[src/include/asc_pkg.sv]
// Package with register map, field layout and timing constants of the converter sequencer.
package asc_pkg;

  // Register byte offsets on the APB word map.
  localparam logic [7:0] ASC_OFF_CTRL_ONE = 8'h00;
  localparam logic [7:0] ASC_OFF_CTRL_TWO = 8'h04;
  localparam logic [7:0] ASC_OFF_RESULT_UPPER = 8'h08;
  localparam logic [7:0] ASC_OFF_RESULT_LOWER = 8'h0C;
  localparam logic [7:0] ASC_OFF_SAMPLE = 8'h10;

  // Control one field positions.
  localparam int ASC_START_POS = 7;
  localparam int ASC_MODE_POS = 5;
  localparam int ASC_AIN_DIS_POS = 4;
  localparam int ASC_CHAN_POS = 0;

  // Control two field positions.
  localparam int ASC_LADDER_POS = 5;
  localparam int ASC_CTIME_POS = 1;

  // Result lower/status field positions.
  localparam int ASC_LOW_POS = 6;
  localparam int ASC_DONE_POS = 5;
  localparam int ASC_BUSY_POS = 4;

  // Values after reset.
  localparam logic [7:0] ASC_CTRL_ONE_RESET = 8'h00;
  localparam logic [7:0] ASC_CTRL_TWO_RESET = 8'h00;
  localparam logic [9:0] ASC_RESULT_RESET = 10'h000;

  // Operating mode codes.
  typedef enum logic [1:0] {
    ASC_MODE_DISABLE = 2'h0,
    ASC_MODE_SOFT = 2'h1,
    ASC_MODE_RESV = 2'h2,
    ASC_MODE_REPEAT = 2'h3
  } asc_mode_type;

  // Conversion times in fc cycles.
  localparam logic [10:0] ASC_CYC_39 = 11'd39;
  localparam logic [10:0] ASC_CYC_78 = 11'd78;
  localparam logic [10:0] ASC_CYC_156 = 11'd156;
  localparam logic [10:0] ASC_CYC_312 = 11'd312;
  localparam logic [10:0] ASC_CYC_624 = 11'd624;
  localparam logic [10:0] ASC_CYC_1248 = 11'd1248;

  // Control register one contents.
  typedef struct packed {
    logic start;
    asc_mode_type mode;
    logic ain_disable;
    logic [3:0] chan;
  } asc_ctrl_one_type;

  // Control register two contents.
  typedef struct packed {
    logic ladder_always;
    logic [2:0] ctime;
  } asc_ctrl_two_type;

  // Request to the analog core.
  typedef struct packed {
    logic sample;
    logic [2:0] chan;
    logic ref_connect;
  } asc_core_req_type;

endpackage : asc_pkg

[src/verilog/asc_top.sv]
// Sequencing and register logic of a 10-bit successive-approximation converter.
//
// The implementer's own choices: the APB interface to the registers and the register addresses.
`timescale 1ns/1ps

// What this block does
// RULE_01: Start bit in software mode begins one conversion of the selected channel.
// RULE_02: At completion result, done flag and interrupt all update together.
// RULE_03: Start bit clears itself once the conversion has begun.
// RULE_04: Software must not restart while busy; wait for done or interrupt.
// RULE_05: Repeat mode relaunches a conversion after each completion without new starts.
// RULE_06: Writing the disable mode aborts at once and drops the partial result.
// RULE_07: Result, done flag and interrupt appear only after the selected time.
// RULE_08: Reading the result clears done; old result stays until next completion.
// RULE_09: Standby aborts, resets both control registers and clears results.
// RULE_10: After standby nothing restarts; software must set up and start again.
// RULE_11: Standby disconnects the reference ladder.
// RULE_12: Each result is an unsigned 10-bit value.
// RULE_13: Software sets channel, input, mode, time and ladder before starting.
// RULE_14: Software should avoid port activity during conversion.
// RULE_15: Upper 8 result bits in upper register, lower 2 in lower register.
// RULE_16: Three-bit code picks 39 to 1248 fc cycles; two codes reserved.
// RULE_17: Ladder bit: 0 connects only during conversion, 1 always.
// RULE_18: Reading upper result clears done; read lower register first.
// RULE_19: Busy sets at start, clears at finish and on standby entry. In repeat mode the code keeps busy set across each completion.
// RULE_20: A counter on fc, loaded from the time code, times each conversion.
module asc_top
  import asc_pkg::*;
(
  input wire logic pclk, // System clock fc.
  input wire logic presetn, // Asynchronous reset, active low.
  input wire logic psel, // APB select.
  input wire logic penable, // APB access phase.
  input wire logic pwrite, // APB write.
  input wire logic [7:0] paddr, // APB byte address.
  input wire logic [31:0] pwdata, // APB write data.
  output logic [31:0] prdata, // APB read data.
  output logic pready, // APB ready.
  output logic pslverr, // APB error on unmapped address.
  input wire logic standby_enter, // Level: device in STOP or SLOW mode.
  input wire logic [9:0] core_code, // Code from the approximation core.
  output asc_core_req_type core_req, // Sample, channel and ladder to the analog side.
  output logic conversion_done_irq // Completion pulse.
);

  asc_ctrl_one_type adc_control_one_reg;
  asc_ctrl_two_type adc_control_two_reg;
  logic [9:0] result_reg;
  logic done_reg;
  logic busy_reg;
  logic irq_reg;
  logic [10:0] count_reg;
  logic stby_meta_reg;
  logic stby_reg;
  logic setup_ok;
  logic wr_en;
  logic rd_en;
  logic launch;
  logic finish;
  logic abort;
  logic [9:0] core_meta_reg;
  logic [9:0] core_sync_reg;

  // Map a time code to its cycle count; reserved codes give zero.
  function automatic logic [10:0] asc_cycles(input logic [2:0] code);
    unique case (code)
      3'h0: asc_cycles = ASC_CYC_39;
      3'h2: asc_cycles = ASC_CYC_78;
      3'h3: asc_cycles = ASC_CYC_156;
      3'h4: asc_cycles = ASC_CYC_312;
      3'h5: asc_cycles = ASC_CYC_624;
      3'h6: asc_cycles = ASC_CYC_1248;
      default: asc_cycles = 11'h000;
    endcase
  endfunction : asc_cycles

  // Decode whether an address hits a mapped register.
  function automatic logic asc_mapped(input logic [7:0] addr);
    asc_mapped = (addr == ASC_OFF_CTRL_ONE) || (addr == ASC_OFF_CTRL_TWO) ||
                 (addr == ASC_OFF_RESULT_UPPER) || (addr == ASC_OFF_RESULT_LOWER) ||
                 (addr == ASC_OFF_SAMPLE);
  endfunction : asc_mapped

  // Standby arrives from the power controller in another timing domain, so it is synchronised.
  always_ff @(posedge pclk or negedge presetn)
  begin
    if (!presetn)
    begin
      stby_meta_reg <= 1'b0;
      stby_reg <= 1'b0;
    end
    else
    begin
      stby_meta_reg <= standby_enter;
      stby_reg <= stby_meta_reg;
    end
  end

  // The core code is an analog-side output and is synchronised likewise.
  always_ff @(posedge pclk or negedge presetn)
  begin
    if (!presetn)
    begin
      core_meta_reg <= ASC_RESULT_RESET;
      core_sync_reg <= ASC_RESULT_RESET;
    end
    else
    begin
      core_meta_reg <= core_code;
      core_sync_reg <= core_meta_reg;
    end
  end

  // Bus strobes; the slave always answers in the access cycle.
  assign wr_en = psel && penable && pwrite;
  assign rd_en = psel && penable && !pwrite;
  assign pready = 1'b1;
  assign pslverr = psel && penable && !asc_mapped(paddr);

  // A reserved time code or reserved channel cannot start a conversion.
  assign setup_ok = (asc_cycles(adc_control_two_reg.ctime) != 11'h000) && !adc_control_one_reg.chan[3];

  // Start handling per mode; repeat mode relaunches on completion.
  assign launch = !busy_reg && !stby_reg && setup_ok && adc_control_one_reg.start &&
                  (adc_control_one_reg.mode == ASC_MODE_SOFT ||
                   adc_control_one_reg.mode == ASC_MODE_REPEAT); // RULE_01
  assign finish = busy_reg && (count_reg == 11'h001) && !abort; // RULE_07
  assign abort = stby_reg || (wr_en && paddr == ASC_OFF_CTRL_ONE &&
                 pwdata[ASC_MODE_POS +: 2] == ASC_MODE_DISABLE); // RULE_06

  // Control register one; writes are locked out during standby.
  always_ff @(posedge pclk or negedge presetn)
  begin
    if (!presetn)
      adc_control_one_reg <= asc_ctrl_one_type'(ASC_CTRL_ONE_RESET);
    else if (stby_reg)
      adc_control_one_reg <= asc_ctrl_one_type'(ASC_CTRL_ONE_RESET); // RULE_09 RULE_10
    else if (wr_en && paddr == ASC_OFF_CTRL_ONE)
      adc_control_one_reg <= asc_ctrl_one_type'(pwdata[7:0]);
    else if (launch)
      adc_control_one_reg.start <= 1'b0; // RULE_03
  end

  // Control register two; reset to initial value by standby too.
  always_ff @(posedge pclk or negedge presetn)
  begin
    if (!presetn)
      adc_control_two_reg <= asc_ctrl_two_type'(ASC_CTRL_TWO_RESET[3:0]);
    else if (stby_reg)
      adc_control_two_reg <= asc_ctrl_two_type'(ASC_CTRL_TWO_RESET[3:0]); // RULE_09
    else if (wr_en && paddr == ASC_OFF_CTRL_TWO)
      adc_control_two_reg <= {pwdata[ASC_LADDER_POS], pwdata[ASC_CTIME_POS +: 3]}; // RULE_16 RULE_17
  end

  // Busy flag and conversion counter, loaded from the time code.
  always_ff @(posedge pclk or negedge presetn)
  begin
    if (!presetn)
    begin
      busy_reg <= 1'b0;
      count_reg <= 11'h000;
    end
    else if (abort)
    begin
      busy_reg <= 1'b0; // RULE_19
      count_reg <= 11'h000;
    end
    else if (finish && adc_control_one_reg.mode == ASC_MODE_REPEAT)
      count_reg <= asc_cycles(adc_control_two_reg.ctime); // RULE_05 RULE_20
    else if (finish)
    begin
      busy_reg <= 1'b0; // RULE_19
      count_reg <= 11'h000;
    end
    else if (launch)
    begin
      busy_reg <= 1'b1; // RULE_19
      count_reg <= asc_cycles(adc_control_two_reg.ctime); // RULE_20
    end
    else if (busy_reg)
      count_reg <= count_reg - 11'h001; // RULE_20
  end

  // Result capture; a partial result is never stored and standby clears it.
  always_ff @(posedge pclk or negedge presetn)
  begin
    if (!presetn)
      result_reg <= ASC_RESULT_RESET;
    else if (stby_reg)
      result_reg <= ASC_RESULT_RESET; // RULE_09
    else if (finish)
      result_reg <= core_sync_reg; // RULE_02 RULE_12
  end

  // Done flag: completion sets it, reading the upper result or restarting clears it; set wins.
  always_ff @(posedge pclk or negedge presetn)
  begin
    if (!presetn)
      done_reg <= 1'b0;
    else if (finish)
      done_reg <= 1'b1; // RULE_02
    else if (stby_reg || launch || (rd_en && paddr == ASC_OFF_RESULT_UPPER))
      done_reg <= 1'b0; // RULE_08 RULE_18
  end

  // Completion interrupt, one cycle wide, coincident with result and done.
  always_ff @(posedge pclk or negedge presetn)
  begin
    if (!presetn)
      irq_reg <= 1'b0;
    else
      irq_reg <= finish; // RULE_02
  end

  assign conversion_done_irq = irq_reg;

  // Analog side request; ladder is dropped in standby regardless of the control bit.
  always_comb
  begin
    core_req.sample = busy_reg;
    core_req.chan = adc_control_one_reg.chan[2:0];
    core_req.ref_connect = !stby_reg && (busy_reg || adc_control_two_reg.ladder_always); // RULE_11 RULE_17
  end

  // Read mux; lower status register returns low result bits, done and busy.
  always_comb
  begin
    prdata = 32'h0000_0000;
    if (rd_en)
    begin
      unique case (paddr)
        ASC_OFF_CTRL_ONE: prdata[7:0] = adc_control_one_reg;
        ASC_OFF_CTRL_TWO: prdata[7:0] = {2'h0, adc_control_two_reg.ladder_always, 1'b1,
                                          adc_control_two_reg.ctime, 1'b0};
        ASC_OFF_RESULT_UPPER: prdata[7:0] = result_reg[9:2]; // RULE_15
        ASC_OFF_RESULT_LOWER: prdata[7:0] = {result_reg[1:0], done_reg, busy_reg, 4'h0}; // RULE_15
        ASC_OFF_SAMPLE: prdata[9:0] = core_sync_reg;
        default: prdata = 32'h0000_0000;
      endcase
    end
  end

endmodule : asc_top
[config.mk]
export PLATFORM = sky130hd
export DESIGN_NAME = asc_top
export DESIGN_NICKNAME = d
export VERILOG_FILES = /design/src/include/asc_pkg.sv /design/src/verilog/asc_top.sv
export SDC_FILE = /design/constraint.sdc
export NUM_CORES = 1
export LEC_CHECK = 0
export BUFFER_PORTS_ARGS = -buffer_cell sky130_fd_sc_hd__buf_4
export CAP_MARGIN = 20
export CELL_PAD_IN_SITES_DETAIL_PLACEMENT = 0
export CELL_PAD_IN_SITES_GLOBAL_PLACEMENT = 1
export CORE_UTILIZATION = 39
export CTS_BUF_LIST = sky130_fd_sc_hd__clkbuf_4 sky130_fd_sc_hd__clkbuf_8
export CTS_CLUSTER_SIZE = 8
export DETAILED_ROUTE_END_ITERATION = 7
export PLACE_DENSITY_LB_ADDON = 0.1
export SYNTH_ARGS = -nofsm -noshare
export SYNTH_HDL_FRONTEND = slang
export SYNTH_SLANG_ARGS = --single-unit
[constraint.sdc]
create_clock -name pclk -period 2.8 [get_ports pclk]
set_clock_uncertainty 0.1 [all_clocks]
set_input_delay 0.14 -clock pclk [delete_from_list [all_inputs] [get_ports pclk]]
set_output_delay 0.14 -clock pclk [all_outputs]
set_load 0.005 [all_outputs]
== Word level (Yosys, flattened, before mapping) ==
Cells that the tools add are included.
Cells by class
  add/subtract/negate cells: 1
  equality and inequality tests: 13
  muxes and demuxes: 23
  reductions and logical operators: 44
Operators by type and width (number)
  $pmux 11 s6: 1
  $mux 11: 5
  $pmux 8 s5: 1
  $mux 10: 3
  $logic_and 1x1->1: 17
  $eq 8x4->1 const B: 2
  $eq 11x1->1 const B: 1
  $reduce_bool 11->1: 1
  $sub 11x1->11 const B: 1
  $eq 3x3->1 const B: 3
  $logic_or 1x1->1: 9
  $eq 8x3->1 const B: 1
  $eq 8x5->1 const B: 1
  $logic_not 8->1: 1
  $mux 1: 8
  $mux 4: 2
  $mux 8: 1
  $reduce_bool 2->1: 4
  $mux 7: 1
  $eq 3x2->1 const B: 2
  $logic_not 1->1: 6
  $reduce_bool 3->1: 2
  $reduce_bool 5->1: 1
  $logic_not 3->1: 1
  6 further kinds: 6
Storage, ports and cells
  flip-flop bits (word level): 58
  bits of input ports: 56
  output and inout port bits: 40
  word-level logic and storage cells: 96

== Depth between registers and ports, before layout ==
Gate-level depths: netlist of the first run.
  depth after elaboration: 11
  depth in mapped cells: 8
  gate-level depth less buffers: 7

== Least setup slack after synthesis of the first run ==
Ideal clock, no wire load.
  path type: reg2reg
  from: register count_reg[8]
  to: register count_reg[9]
  setup time: 0.122 ns
  arrival time: 2.046 ns
  required time: 2.578 ns
  setup slack: 0.532 ns
  stages on the path, launching flop included: 6
  buffers on the path: 0
  period minus slack after synthesis: 2.268 ns
  cells stage by stage: dfrtp_1 -> or4_1 -> nor4_4 -> a21oi_2 -> or3_1 -> a32o_1
On the way
  word-level cells in the longest chain between the ends: 6
  elaborated cells on any way between the ends: 11
  classes of those cells: 1 x add/sub; 1 x eq/ne; 5 x mux; 4 x reduce/logical
RTL lines
  from (decl): RTL line asc_top.sv:52  | logic [10:0] count_reg;
  from (signal assigned): RTL line asc_top.sv:169  | count_reg <= asc_cycles(adc_control_two_reg.ctime);
  from (signal assigned): RTL line asc_top.sv:178  | count_reg <= asc_cycles(adc_control_two_reg.ctime);
  from (signal assigned): RTL line asc_top.sv:181  | count_reg <= count_reg - 11'h001;
  $sub 11x1->11 / $eq 11x1->1 (equally long branches): RTL line asc_top.sv:181, asc_top.sv:127
  $mux 11 / $logic_and 1x1->1 (equally long branches): RTL line asc_top.sv:180, asc_top.sv:127
  $mux 11 / $logic_and 1x1->1 (equally long branches): RTL line asc_top.sv:175, asc_top.sv:127
  $mux 11 / $logic_and 1x1->1 (equally long branches): RTL line asc_top.sv:170, asc_top.sv:168
  $mux 11: RTL line asc_top.sv:168  | else if (finish && adc_control_one_reg.mode == ASC_MODE_REPEAT)
  $mux 11: RTL line asc_top.sv:163  | else if (abort)
Several ways; a longest one is shown, not always the timed one. The select of a mux whose other input is x is not followed.
A chain may end at the register's enable or synchronous reset.

== Worst setup path after layout of the first run ==
  from: register count_reg[7]
  to: register result_reg[3]
On the way
  word-level cells in the longest chain between the ends: 4
RTL lines
  $eq 11x1->1: RTL line asc_top.sv:127  | assign finish = busy_reg && (count_reg == 11'h001) && !abort;
  $logic_and 1x1->1 (2 in a row): RTL line asc_top.sv:127
  $reduce_bool 2->1 (no source line)
  to (signal assigned): RTL line asc_top.sv:192  | result_reg <= core_sync_reg;
  to (decl): RTL line asc_top.sv:48  | logic [9:0] result_reg;
No other way between the ends.

==> impl_metrics.env, run 1 <==
export IMPL_outcome="complete, no violations"
export IMPL_antenna_found_initial=0
export IMPL_worstSetupPathType="reg2reg"
export IMPL_grt_overflow=0
export IMPL_grt_max_degree=59
export IMPL_start_kind="register"
export IMPL_wirelength_um=8160
export IMPL_grt_pass1_vias=2581
export IMPL_coreArea_um2=7690
export IMPL_grt_use_total=0.210
export IMPL_io_buffers=48
export IMPL_cp_required_ns=2.90
export IMPL_worstPathArrival_ns=2.61
export IMPL_hold_class="in2reg"
export IMPL_slew_violations=0
export IMPL_setup_viol=0
export IMPL_cts_sinks=58
export IMPL_synth_area_per_cell_um2=9.34
export IMPL_r2r_start="count_reg[7]$_DFFE_PN0P_"
export IMPL_mappedNetlistArea_um2=3080
export IMPL_rsz0062_at_grt="no"
export IMPL_drc=0
export IMPL_yosysUniqueCellTypes=57
export IMPL_ys_async_sr_fraction=1.00
export IMPL_yosysSeqAreaShare=0.471
export IMPL_p_leak_nw=1.83
export IMPL_cts_repair_resize_count=0
export IMPL_max_cap_violations=0
export IMPL_ctsLongestPathBuffers=2
export IMPL_min_period_ns=2.51
export IMPL_htree_num_levels=3
export IMPL_cts_root_buf="clkbuf_8"
export IMPL_fmax_mhz=398
export IMPL_p_per_area_nw_per_um2=481
export IMPL_syn2layout_area_growth_pct=25.8
export IMPL_clkLatencyLatePin_ns=0.35
export IMPL_endpoint="result_reg[3]$_DFFE_PN0P_"
export IMPL_n_antenna_cell=0
export IMPL_cts_tree="done"
export IMPL_num_vias=2627
export IMPL_timing_rr_end="result_reg[3]$_DFFE_PN0P_"
export IMPL_fp_dieH_um=90.9
export IMPL_setup_tns_ns=0
export IMPL_io_pins=96
export IMPL_ys_warn_count=0
export IMPL_r2r_slack_ns=0.29
export IMPL_end_kind="register"
export IMPL_die_w_um=90.9
export IMPL_fin_hold_ws_ns=0.117
export IMPL_cts_buffers=9
export IMPL_rows=32
export IMPL_grt_pass1_wl_um=13200
export IMPL_die_area_um2=8260
export IMPL_worst_pin_slew_ns=0.744
export IMPL_ant_nets=0
export IMPL_synth_edf_count=0
export IMPL_drtPass1Iterations=5
export IMPL_slew_headroom=0.504
export IMPL_critPathMaxFanout=21
export IMPL_initialDrtViolationCount=185
export IMPL_layout_drive_gt1_share=0.212
export IMPL_worstSetupStartpoint="count_reg[7]$_DFFE_PN0P_"
export IMPL_start_util=0.401
export IMPL_hpwl_um=5650
export IMPL_largest_reg_flops=11
export IMPL_hold_viol=0
export IMPL_synth_ff_type="dfrtp_1"
export IMPL_layout_nets=458
export IMPL_drt_wirelength_per_cell_um=16.1
export IMPL_rr_worst_depth=5
export IMPL_vias_per_cell=5.18
export IMPL_synthCells=330
export IMPL_finalWeightedCongestion=0.809
export IMPL_synth_seq_cells=58
export IMPL_fin_crit_sh=0.897
export IMPL_ir_drop_v=0.000278
export IMPL_path_clk_slew_ns=0.07
## worst max-delay path: stages (launching register included)
cell and delay (ns):
dfrtp_1 0.43, or4_1 0.65, or3_4 0.46, or2_1 0.46, nand3_1 0.17, o21ai_0 0.10
## cells by family (layout without fill, tap and decap cells)
| logic type | count (synthesis) | after routing | share of synthesized area |
|---|---|---|---|
| AND/OR/NAND/NOR | 125 | 125 | 0.216 |
| AO/OA/AOI/OAI | 72 | 72 | 0.154 |
| buffers and inverters | 60 | 114 | 0.115 |
| flip-flops | 58 | 58 | 0.471 |
| XOR/XNOR | 7 | 7 | 0.0199 |
| multiplexers | 4 | 4 | 0.0134 |
| adder cells (fa/ha/maj) | 2 | 2 | 0.00812 |
| other | 2 | 23 | 0.00244 |
## power breakdown
group / internal, mW / switching, mW
Combinational: 0.0563 / 0.0599
Clock: 0.532 / 0.353
Sequential: 0.854 / 0.00790
## how the worst min path moves through the flow
stage	start	to	slack, ns	cells past startpoint
final	pwrite	done_reg$_DFFE_PN0P_	0.12	4
after detailed placement	presetn	core_sync_reg[9]$_DFF_PN0_	0.15	1
after global placement	core_code[4]	core_meta_reg[4]$_DFF_PN0_	0.15	1
after global routing	pwrite	done_reg$_DFFE_PN0P_	0.14	4
after CTS	pwrite	done_reg$_DFFE_PN0P_	0.11	4
after floorplan	presetn	adc_control_one_reg[3]$_DFFE_PN0P_	-0.26	0
## what timing repair did
item                      in CTS  in global routing
buffers inserted               0                  0
hold buffers                  20                  0
hold endpoints to repair      81                  0
## cell usage in the layout, fill, tap and decap left out, types with 5 or more instances in the layout
cell	n
dlygate4sd3_1	20
nand2_1	33
buf_4	61
conb_1	23
dfrtp_1	58
and3_1	6
a222oi_1	7
inv_1	17
nor2_1	22
nor4_1	5
nor3_1	6
nand3_1	24
o21ai_0	14
xor2_1	5
a21oi_1	24
clkbuf_8	10
## synthesized netlist by cell type (6+ instances only)
| cell | instances | area share |
|---|---|---|
| o21ai_0 | 14 | 0.023 |
| nand2_1 | 33 | 0.040 |
| nand3_1 | 24 | 0.039 |
| nor2_1 | 22 | 0.027 |
| inv_1 | 17 | 0.021 |
| and3_1 | 6 | 0.012 |
| buf_4 | 27 | 0.066 |
| a222oi_1 | 7 | 0.023 |
| dfrtp_1 | 58 | 0.47 |
| nor3_1 | 6 | 0.0097 |
| a21oi_1 | 24 | 0.039 |
| clkbuf_1 | 11 | 0.013 |
## stage by stage
| step | power (mW) | area (um^2) | worst slack, ns | instances | utilization |
|---|---|---|---|---|---|
| detailed placement | 0.972 | 3450 | 0.287 | 471 | 0.449 |
| finish | 1.86 | 3880 | 0.289 | 507 | 0.504 |
| CTS | 1.88 | 3880 | 0.268 | 507 | 0.504 |
| global route | 1.93 | 3880 | 0.128 | 507 | 0.504 |
| global placement | 0.972 | 3450 | 0.286 | 471 | 0.449 |
| floorplan | 0.929 | 3160 | 0.532 | 351 | - |
## per-layer routing
layer / vias to the layer above / share of wire / global-route usage
met2: 79 / 0.49 / 0.357
met5: - / 0 / 0
met3: 10 / 0.051 / 0.0480
met1: 1277 / 0.44 / 0.267
met4: 0 / 0.013 / 0.0595
li1: 1261 / - / -
## area by class of cell
type                            instances  area [um^2]
Tap cell                              102          128
Sequential cell                        58         1450
Multi-Input combinational cell        233         1350
Fill cell                             790         3810
Inverter                               17         63.8
Timing Repair Buffer                   81          658
Clock inverter                          5         77.6
Clock buffer                           11          145
(Power assumes the default switching activity.)
==> run 2, diff against run 1 <==
--- a/config.mk
+++ b/config.mk
@@ -13,7 +13,8 @@
 export CTS_BUF_LIST = sky130_fd_sc_hd__clkbuf_4 sky130_fd_sc_hd__clkbuf_8
 export CTS_CLUSTER_SIZE = 8
 export DETAILED_ROUTE_END_ITERATION = 7
-export PLACE_DENSITY_LB_ADDON = 0.1
+export PLACE_DENSITY_LB_ADDON = 0.08
+export REMOVE_ABC_BUFFERS = 1
 export SYNTH_ARGS = -nofsm -noshare
 export SYNTH_HDL_FRONTEND = slang
 export SYNTH_SLANG_ARGS = --single-unit
==> run 2 against run 1 <==
Critical path depth unchanged. Via count increased by 1.2%. Flip-flop and latch count is the same. Register-to-register slack worse by 0.02 ns. Critical path type unchanged. Critical endpoint is now result_reg[9]$_DFFE_PN0P_. Largest cell class unchanged. Highest routed layer unchanged.
==> impl_metrics.env, run 2 (synthesis gave the netlist of run 1 again) <==
export IMPL_io_buffers=48
export IMPL_num_vias=2658
export IMPL_layout_drive_gt1_share=0.216
export IMPL_io_pins=96
export IMPL_finalWeightedCongestion=0.777
export IMPL_setup_viol=0
export IMPL_combPwrFrac=0.060
export IMPL_grt_pass1_wl_um=13000
export IMPL_start_util=0.401
export IMPL_slew_violations=0
export IMPL_rsz0062_at_grt="no"
export IMPL_grt_pass1_vias=2549
export IMPL_stdcell_count=509
export IMPL_power_switching_mw=0.438
export IMPL_die_w_um=90.9
export IMPL_grt_max_degree=59
export IMPL_worstSetupPathType="reg2reg"
export IMPL_worst_pin_slew_ns=0.751
export IMPL_hpwl_um=5610
export IMPL_p_per_area_nw_per_um2=497
export IMPL_placedCellCount=473
export IMPL_cp_slowest_cell="or4_1"
export IMPL_drtPass1Iterations=5
export IMPL_hold_class="in2reg"
export IMPL_n_antenna_cell=0
export IMPL_met1_usage=0.276
export IMPL_path_clk_slew_ns=0.08
export IMPL_clock_power_share=0.498
export IMPL_p_leak_nw=1.85
export IMPL_outcome="complete, no violations"
export IMPL_cpPeakStageDelay_ns=0.66
export IMPL_worstPathArrival_ns=2.61
export IMPL_cts_tree="done"
export IMPL_coreArea_um2=7690
export IMPL_cts_buffers=9
export IMPL_grt_util_met3=0.0362
export IMPL_slew_headroom=0.499
export IMPL_seq_power_share=0.442
export IMPL_met2_usage=0.336
export IMPL_postCtsSetupBuffers=0
export IMPL_wirelength_um=8110
export IMPL_clkLatencyLatePin_ns=0.34
export IMPL_total_power_mw=1.95
export IMPL_fp_dieH_um=90.9
export IMPL_syn2layout_area_growth_pct=27.2
export IMPL_busiest_layer="met2"
export IMPL_ir_drop_v=0.000290
export IMPL_end_kind="register"
export IMPL_initialDrtViolationCount=173
export IMPL_rows=32
export IMPL_fmax_mhz=395
export IMPL_antenna_found_initial=0
export IMPL_ant_nets=0
export IMPL_cts_repair_resize_count=0
export IMPL_layout_nets=460
export IMPL_path_cells="or4_1, or3_4, or2_1, nand3_1, o21ai_0"
export IMPL_fin_crit_sh=0.903
export IMPL_hold_viol=0
export IMPL_fin_hold_ws_ns=0.125
export IMPL_grt_use_total=0.206
export IMPL_final_cell_mix="buf_4, dfrtp_1, nand2_1"
export IMPL_start_kind="register"
export IMPL_n_fill_cell=749
export IMPL_vias_per_cell=5.22
export IMPL_die_area_um2=8260
export IMPL_layout_commonest_cell="buf_4"
export IMPL_cts_root_buf="clkbuf_8"
export IMPL_swShare=0.225
export IMPL_cts_sinks=58
export IMPL_ctsLongestPathBuffers=2
export IMPL_htree_num_levels=3
export IMPL_drt_wirelength_per_cell_um=15.9
export IMPL_max_cap_violations=0
export IMPL_p_int_mw=1.51
export IMPL_min_period_ns=2.53
export IMPL_drc=0
export IMPL_critPathMaxFanout=21
export IMPL_setup_tns_ns=0
export IMPL_largest_reg_flops=11
export IMPL_grt_overflow=0
export IMPL_cp_required_ns=2.88
-- run 2: power by group through the flow --
stage / Combinational [mW] / Sequential, mW / Clock [mW]
2_1_floorplan: 0.0241 / 0.876 / 0
3_3_place_gp: 0.0956 / 0.877 / 0
3_5_place_dp: 0.0956 / 0.877 / 0
4_1_cts: 0.118 / 0.861 / 0.987
5_1_grt: 0.130 / 0.863 / 1.02
6_report: 0.117 / 0.861 / 0.969
-- run 2: path summary, 6_finish.rpt --
kind                                       startpoint                    endpoint  slack [ns]  cells after the start
min reg2reg                core_meta_reg[1]$_DFF_PN0_  core_sync_reg[1]$_DFF_PN0_        0.25                      0
max                          count_reg[8]$_DFFE_PN0P_   result_reg[9]$_DFFE_PN0P_        0.27                      5
min in group asynchronous                     presetn    count_reg[2]$_DFFE_PN0P_        0.30                      2
min                                            pwrite        done_reg$_DFFE_PN0P_        0.13                      4
max in group asynchronous                     presetn    count_reg[1]$_DFFE_PN0P_        1.79                      2
max reg2reg                  count_reg[8]$_DFFE_PN0P_   result_reg[9]$_DFFE_PN0P_        0.27                      5
-- run 2: stage by stage --
stage	setup slack (ns)	util	area [um^2]
floorplan	0.532	-	2870
global placement	0.319	0.451	3470
detailed placement	0.296	0.451	3470
CTS	0.262	0.510	3920
global route	0.168	0.510	3920
finish	0.271	0.510	3920
-- run 2: metal layers --
metal | part of all wire | vias up
met3 | 0.034 | 10
met2 | 0.48 | 92
met5 | 0 | -
met4 | 0.011 | 0
li1 | - | 1266
met1 | 0.47 | 1290
-- run 2: worst max-delay path, delay by kind of cell, from the launching register on --
| kind | cells | cell delay, ns |
|---|---|---|
| compound gates | 1 | 0.11 |
| simple gates | 4 | 1.74 |
| flops | 1 | 0.42 |
-- run 2: layout make-up --
class	count	area (um^2)	area share
sequential	58	1450	0.370
multi-input combinational	233	1350	0.345
timing repair buffer	83	673	0.172
tap	102	128	0.0326
clock inverter	7	125	0.0319
clock buffer	9	124	0.0316
inverter	17	63.8	0.0163
-- run 2: repair_timing --
item / CTS / global route
endpoints found under the hold margin: 81 / 0
hold buffers: 20 / 0
setup endpoints to repair: 0 / 0
==> run 3, diff against run 2 <==
--- a/config.mk
+++ b/config.mk
@@ -5,11 +5,13 @@
 export SDC_FILE = /design/constraint.sdc
 export NUM_CORES = 1
 export LEC_CHECK = 0
+export ABC_AREA = 1
+export ABC_CLOCK_PERIOD_IN_PS = 2800
 export BUFFER_PORTS_ARGS = -buffer_cell sky130_fd_sc_hd__buf_4
 export CAP_MARGIN = 20
 export CELL_PAD_IN_SITES_DETAIL_PLACEMENT = 0
 export CELL_PAD_IN_SITES_GLOBAL_PLACEMENT = 1
-export CORE_UTILIZATION = 39
+export CORE_UTILIZATION = 38
 export CTS_BUF_LIST = sky130_fd_sc_hd__clkbuf_4 sky130_fd_sc_hd__clkbuf_8
 export CTS_CLUSTER_SIZE = 8
 export DETAILED_ROUTE_END_ITERATION = 7
==> run 3 against run 2 <==
Wire length grew 5.5%. Clock-buffer cell count rose by 2. Final area increased by 1.5%. Register-to-register slack better by 0.39 ns. First-iteration DRC count is 5.8% higher. Combinational power is 9% higher. Die area rose by 9.3%. Non-clock buffer count shrank 13. Final cell count rose by 17%. Largest power group is now registers.
==> impl_metrics.env, run 3 <==
export IMPL_worstSetupPathType="reg2reg"
export IMPL_grt_overflow=0
export IMPL_synthCells=422
export IMPL_drtPass1Iterations=5
export IMPL_worstPathArrival_ns=2.25
export IMPL_ctsLongestPathBuffers=2
export IMPL_yosysTopAreaCell="dfrtp_1"
export IMPL_cp_required_ns=2.91
export IMPL_synthTopCellsByArea="dfrtp_1, nand2_1, nand3_1"
export IMPL_cts_root_buf="clkbuf_8"
export IMPL_die_area_um2=9030
export IMPL_io_buffers=48
export IMPL_rsz0062_at_grt="no"
export IMPL_end_kind="register"
export IMPL_critPathMaxFanout=20
export IMPL_n_fill_cell=853
export IMPL_hold_viol=0
export IMPL_ys_top_cells_by_count="nand2_1, inv_1, dfrtp_1"
export IMPL_outcome="complete, no violations"
export IMPL_synth_ff_type="dfrtp_1"
export IMPL_yosysTopAreaCellShare=0.442
export IMPL_layout_commonest_cell="nand2_1"
export IMPL_slew_violations=0
export IMPL_cts_buffers=9
export IMPL_grt_use_total=0.209
export IMPL_fin_crit_sh=0.764
export IMPL_power_switching_mw=0.443
export IMPL_initialDrtViolationCount=183
export IMPL_antenna_found_initial=0
export IMPL_ys_async_sr_fraction=1.00
export IMPL_finalWeightedCongestion=0.838
export IMPL_layout_nets=546
export IMPL_yosysMostFrequentCell="nand2_1"
export IMPL_setup_viol=0
export IMPL_cts_tree="done"
export IMPL_cts_sinks=58
export IMPL_fmax_mhz=468
export IMPL_n_antenna_cell=0
export IMPL_start_kind="register"
export IMPL_grt_max_degree=59
export IMPL_grt_util_met3=0.0427
export IMPL_postLayoutCellArea_um2=3980
export IMPL_yosysUniqueCellTypes=33
export IMPL_coreArea_um2=8300
export IMPL_setup_tns_ns=0
export IMPL_p_per_area_nw_per_um2=426
export IMPL_busiest_layer="met2"
export IMPL_final_util=0.479
export IMPL_placedCellCount=565
export IMPL_cts_hold_buf=17
export IMPL_stdcell_count=598
export IMPL_num_vias=2916
export IMPL_layout_drive_gt1_share=0.193
export IMPL_synth_area_per_cell_um2=7.79
export IMPL_postCtsSetupBuffers=0
export IMPL_hold_class="in2reg"
export IMPL_grt_pass1_vias=2752
export IMPL_min_period_ns=2.14
export IMPL_die_w_um=95.0
export IMPL_clkLatencyLatePin_ns=0.35
export IMPL_synth_seq_cells=58
export IMPL_combPwrFrac=0.075
export IMPL_io_pins=96
export IMPL_fp_dieH_um=95.0
export IMPL_start_util=0.396
export IMPL_worst_pin_slew_ns=0.756
export IMPL_yosysSeqAreaShare=0.442
export IMPL_cts_repair_resize_count=0
export IMPL_max_cap_violations=0
export IMPL_met1_usage=0.306
export IMPL_swShare=0.262
export IMPL_htree_num_levels=3
export IMPL_ant_nets=0
export IMPL_largest_reg_flops=11
export IMPL_path_clk_slew_ns=0.07
export IMPL_p_leak_nw=2.06
export IMPL_mappedNetlistArea_um2=3290
export IMPL_grt_pass1_wl_um=14100
export IMPL_ir_drop_v=0.000297
export IMPL_wirelength_um=8550
export IMPL_ys_warn_count=0
export IMPL_met2_usage=0.308
export IMPL_fin_ws_ns=0.661
export IMPL_rows=33
export IMPL_synth_edf_count=0
export IMPL_drc=0
export IMPL_clock_power_share=0.415
export IMPL_seq_power_share=0.509
export IMPL_place_area_um2=3640
export IMPL_p_int_mw=1.25
export IMPL_drt_wirelength_per_cell_um=14.3
export IMPL_slew_headroom=0.496
export IMPL_vias_per_cell=4.88
export IMPL_final_cell_mix="nand2_1, inv_1, dfrtp_1"
export IMPL_syn2layout_area_growth_pct=21.0
export IMPL_pre_cts_slack_ns=0.651
export IMPL_hpwl_um=6120
-- run 3: changes by cell type after synthesis, sizes merged, moves of 7 or more --
| cell | previous run | this run |
|---|---|---|
| nand2 | 33 | 99 |
| nor2 | 22 | 36 |
| a222oi | 7 | 0 |
| nand4 | 1 | 10 |
| clkbuf | 13 | 1 |
| nand3 | 24 | 57 |
| inv | 17 | 61 |
| nor4 | 7 | 0 |
| o22ai | 0 | 17 |
| a21oi | 25 | 10 |
-- run 3: area by class of cell --
type	count	area, um^2	area share
clock buffers	11	139	0.0349
clock inverters	5	31.3	0.00787
inverters	61	229	0.0576
multi-input cells	288	1430	0.359
flip-flops and latches	58	1450	0.365
well taps	105	131	0.0330
repair buffers	70	568	0.143
-- run 3: logic make-up (layout without fill, tap and decap cells) --
group	Yosys count	after routing	synth area share
AND/OR/NAND/NOR	209	209	0.307
buffers and inverters	97	147	0.148
flip-flops	58	58	0.442
AO/OA/AOI/OAI	52	52	0.0876
adder cells (fa/ha/maj)	2	2	0.00761
other	2	23	0.00228
XOR/XNOR	2	2	0.00533
-- run 3: power by group through the flow --
| stage | combinational, mW | clock (mW) | sequential (mW) |
|---|---|---|---|
| finish | 0.128 | 0.703 | 0.862 |
| detailed placement | 0.110 | 0 | 0.878 |
| floorplan | 0.0385 | 0 | 0.877 |
| global placement | 0.109 | 0 | 0.878 |
| global route | 0.144 | 0.753 | 0.864 |
| CTS | 0.129 | 0.720 | 0.862 |
-- run 3: final timing paths --
path | from | endpoint | slack, ns | cells after the start
worst max register to register | count_reg[1]$_DFFE_PN0P_ | result_reg[3]$_DFFE_PN0P_ | 0.66 | 9
worst max-delay path | count_reg[1]$_DFFE_PN0P_ | result_reg[3]$_DFFE_PN0P_ | 0.66 | 9
max in group asynchronous | presetn | core_meta_reg[9]$_DFF_PN0_ | 1.78 | 2
worst min-delay path | pwdata[3] | adc_control_one_reg[3]$_DFFE_PN0P_ | 0.03 | 3
worst min register to register | core_meta_reg[0]$_DFF_PN0_ | core_sync_reg[0]$_DFF_PN0_ | 0.24 | 0
min in group asynchronous | presetn | core_req[1]$_DFFE_PN0P_ | 0.30 | 2
-- run 3: metal layers --
layer,wire length (um),vias to the layer above
met3,553,10
li1,-,1447
met5,0,-
met2,3730,99
met4,96,0
met1,4170,1360
-- run 3: worst max-delay path, cell delays in order, from the launching register on --
cell and delay [ns]:
dfrtp_1 0.40, inv_1 0.08, ha_1 0.22, nand2_1 0.08, nor2_1 0.10, nand3_1 0.09, nor2_2 0.16, nand3_2 0.38
nand2_1 0.30, o22ai_1 0.10
-- run 3: metrics by stage --
stage | power (mW) | hold slack, ns
global placement | 0.987 | 0.150
CTS | 1.71 | 0.00684
floorplan | 0.915 | -0.256
detailed placement | 0.988 | 0.150
finish | 1.69 | 0.0281
global route | 1.76 | 0.0168
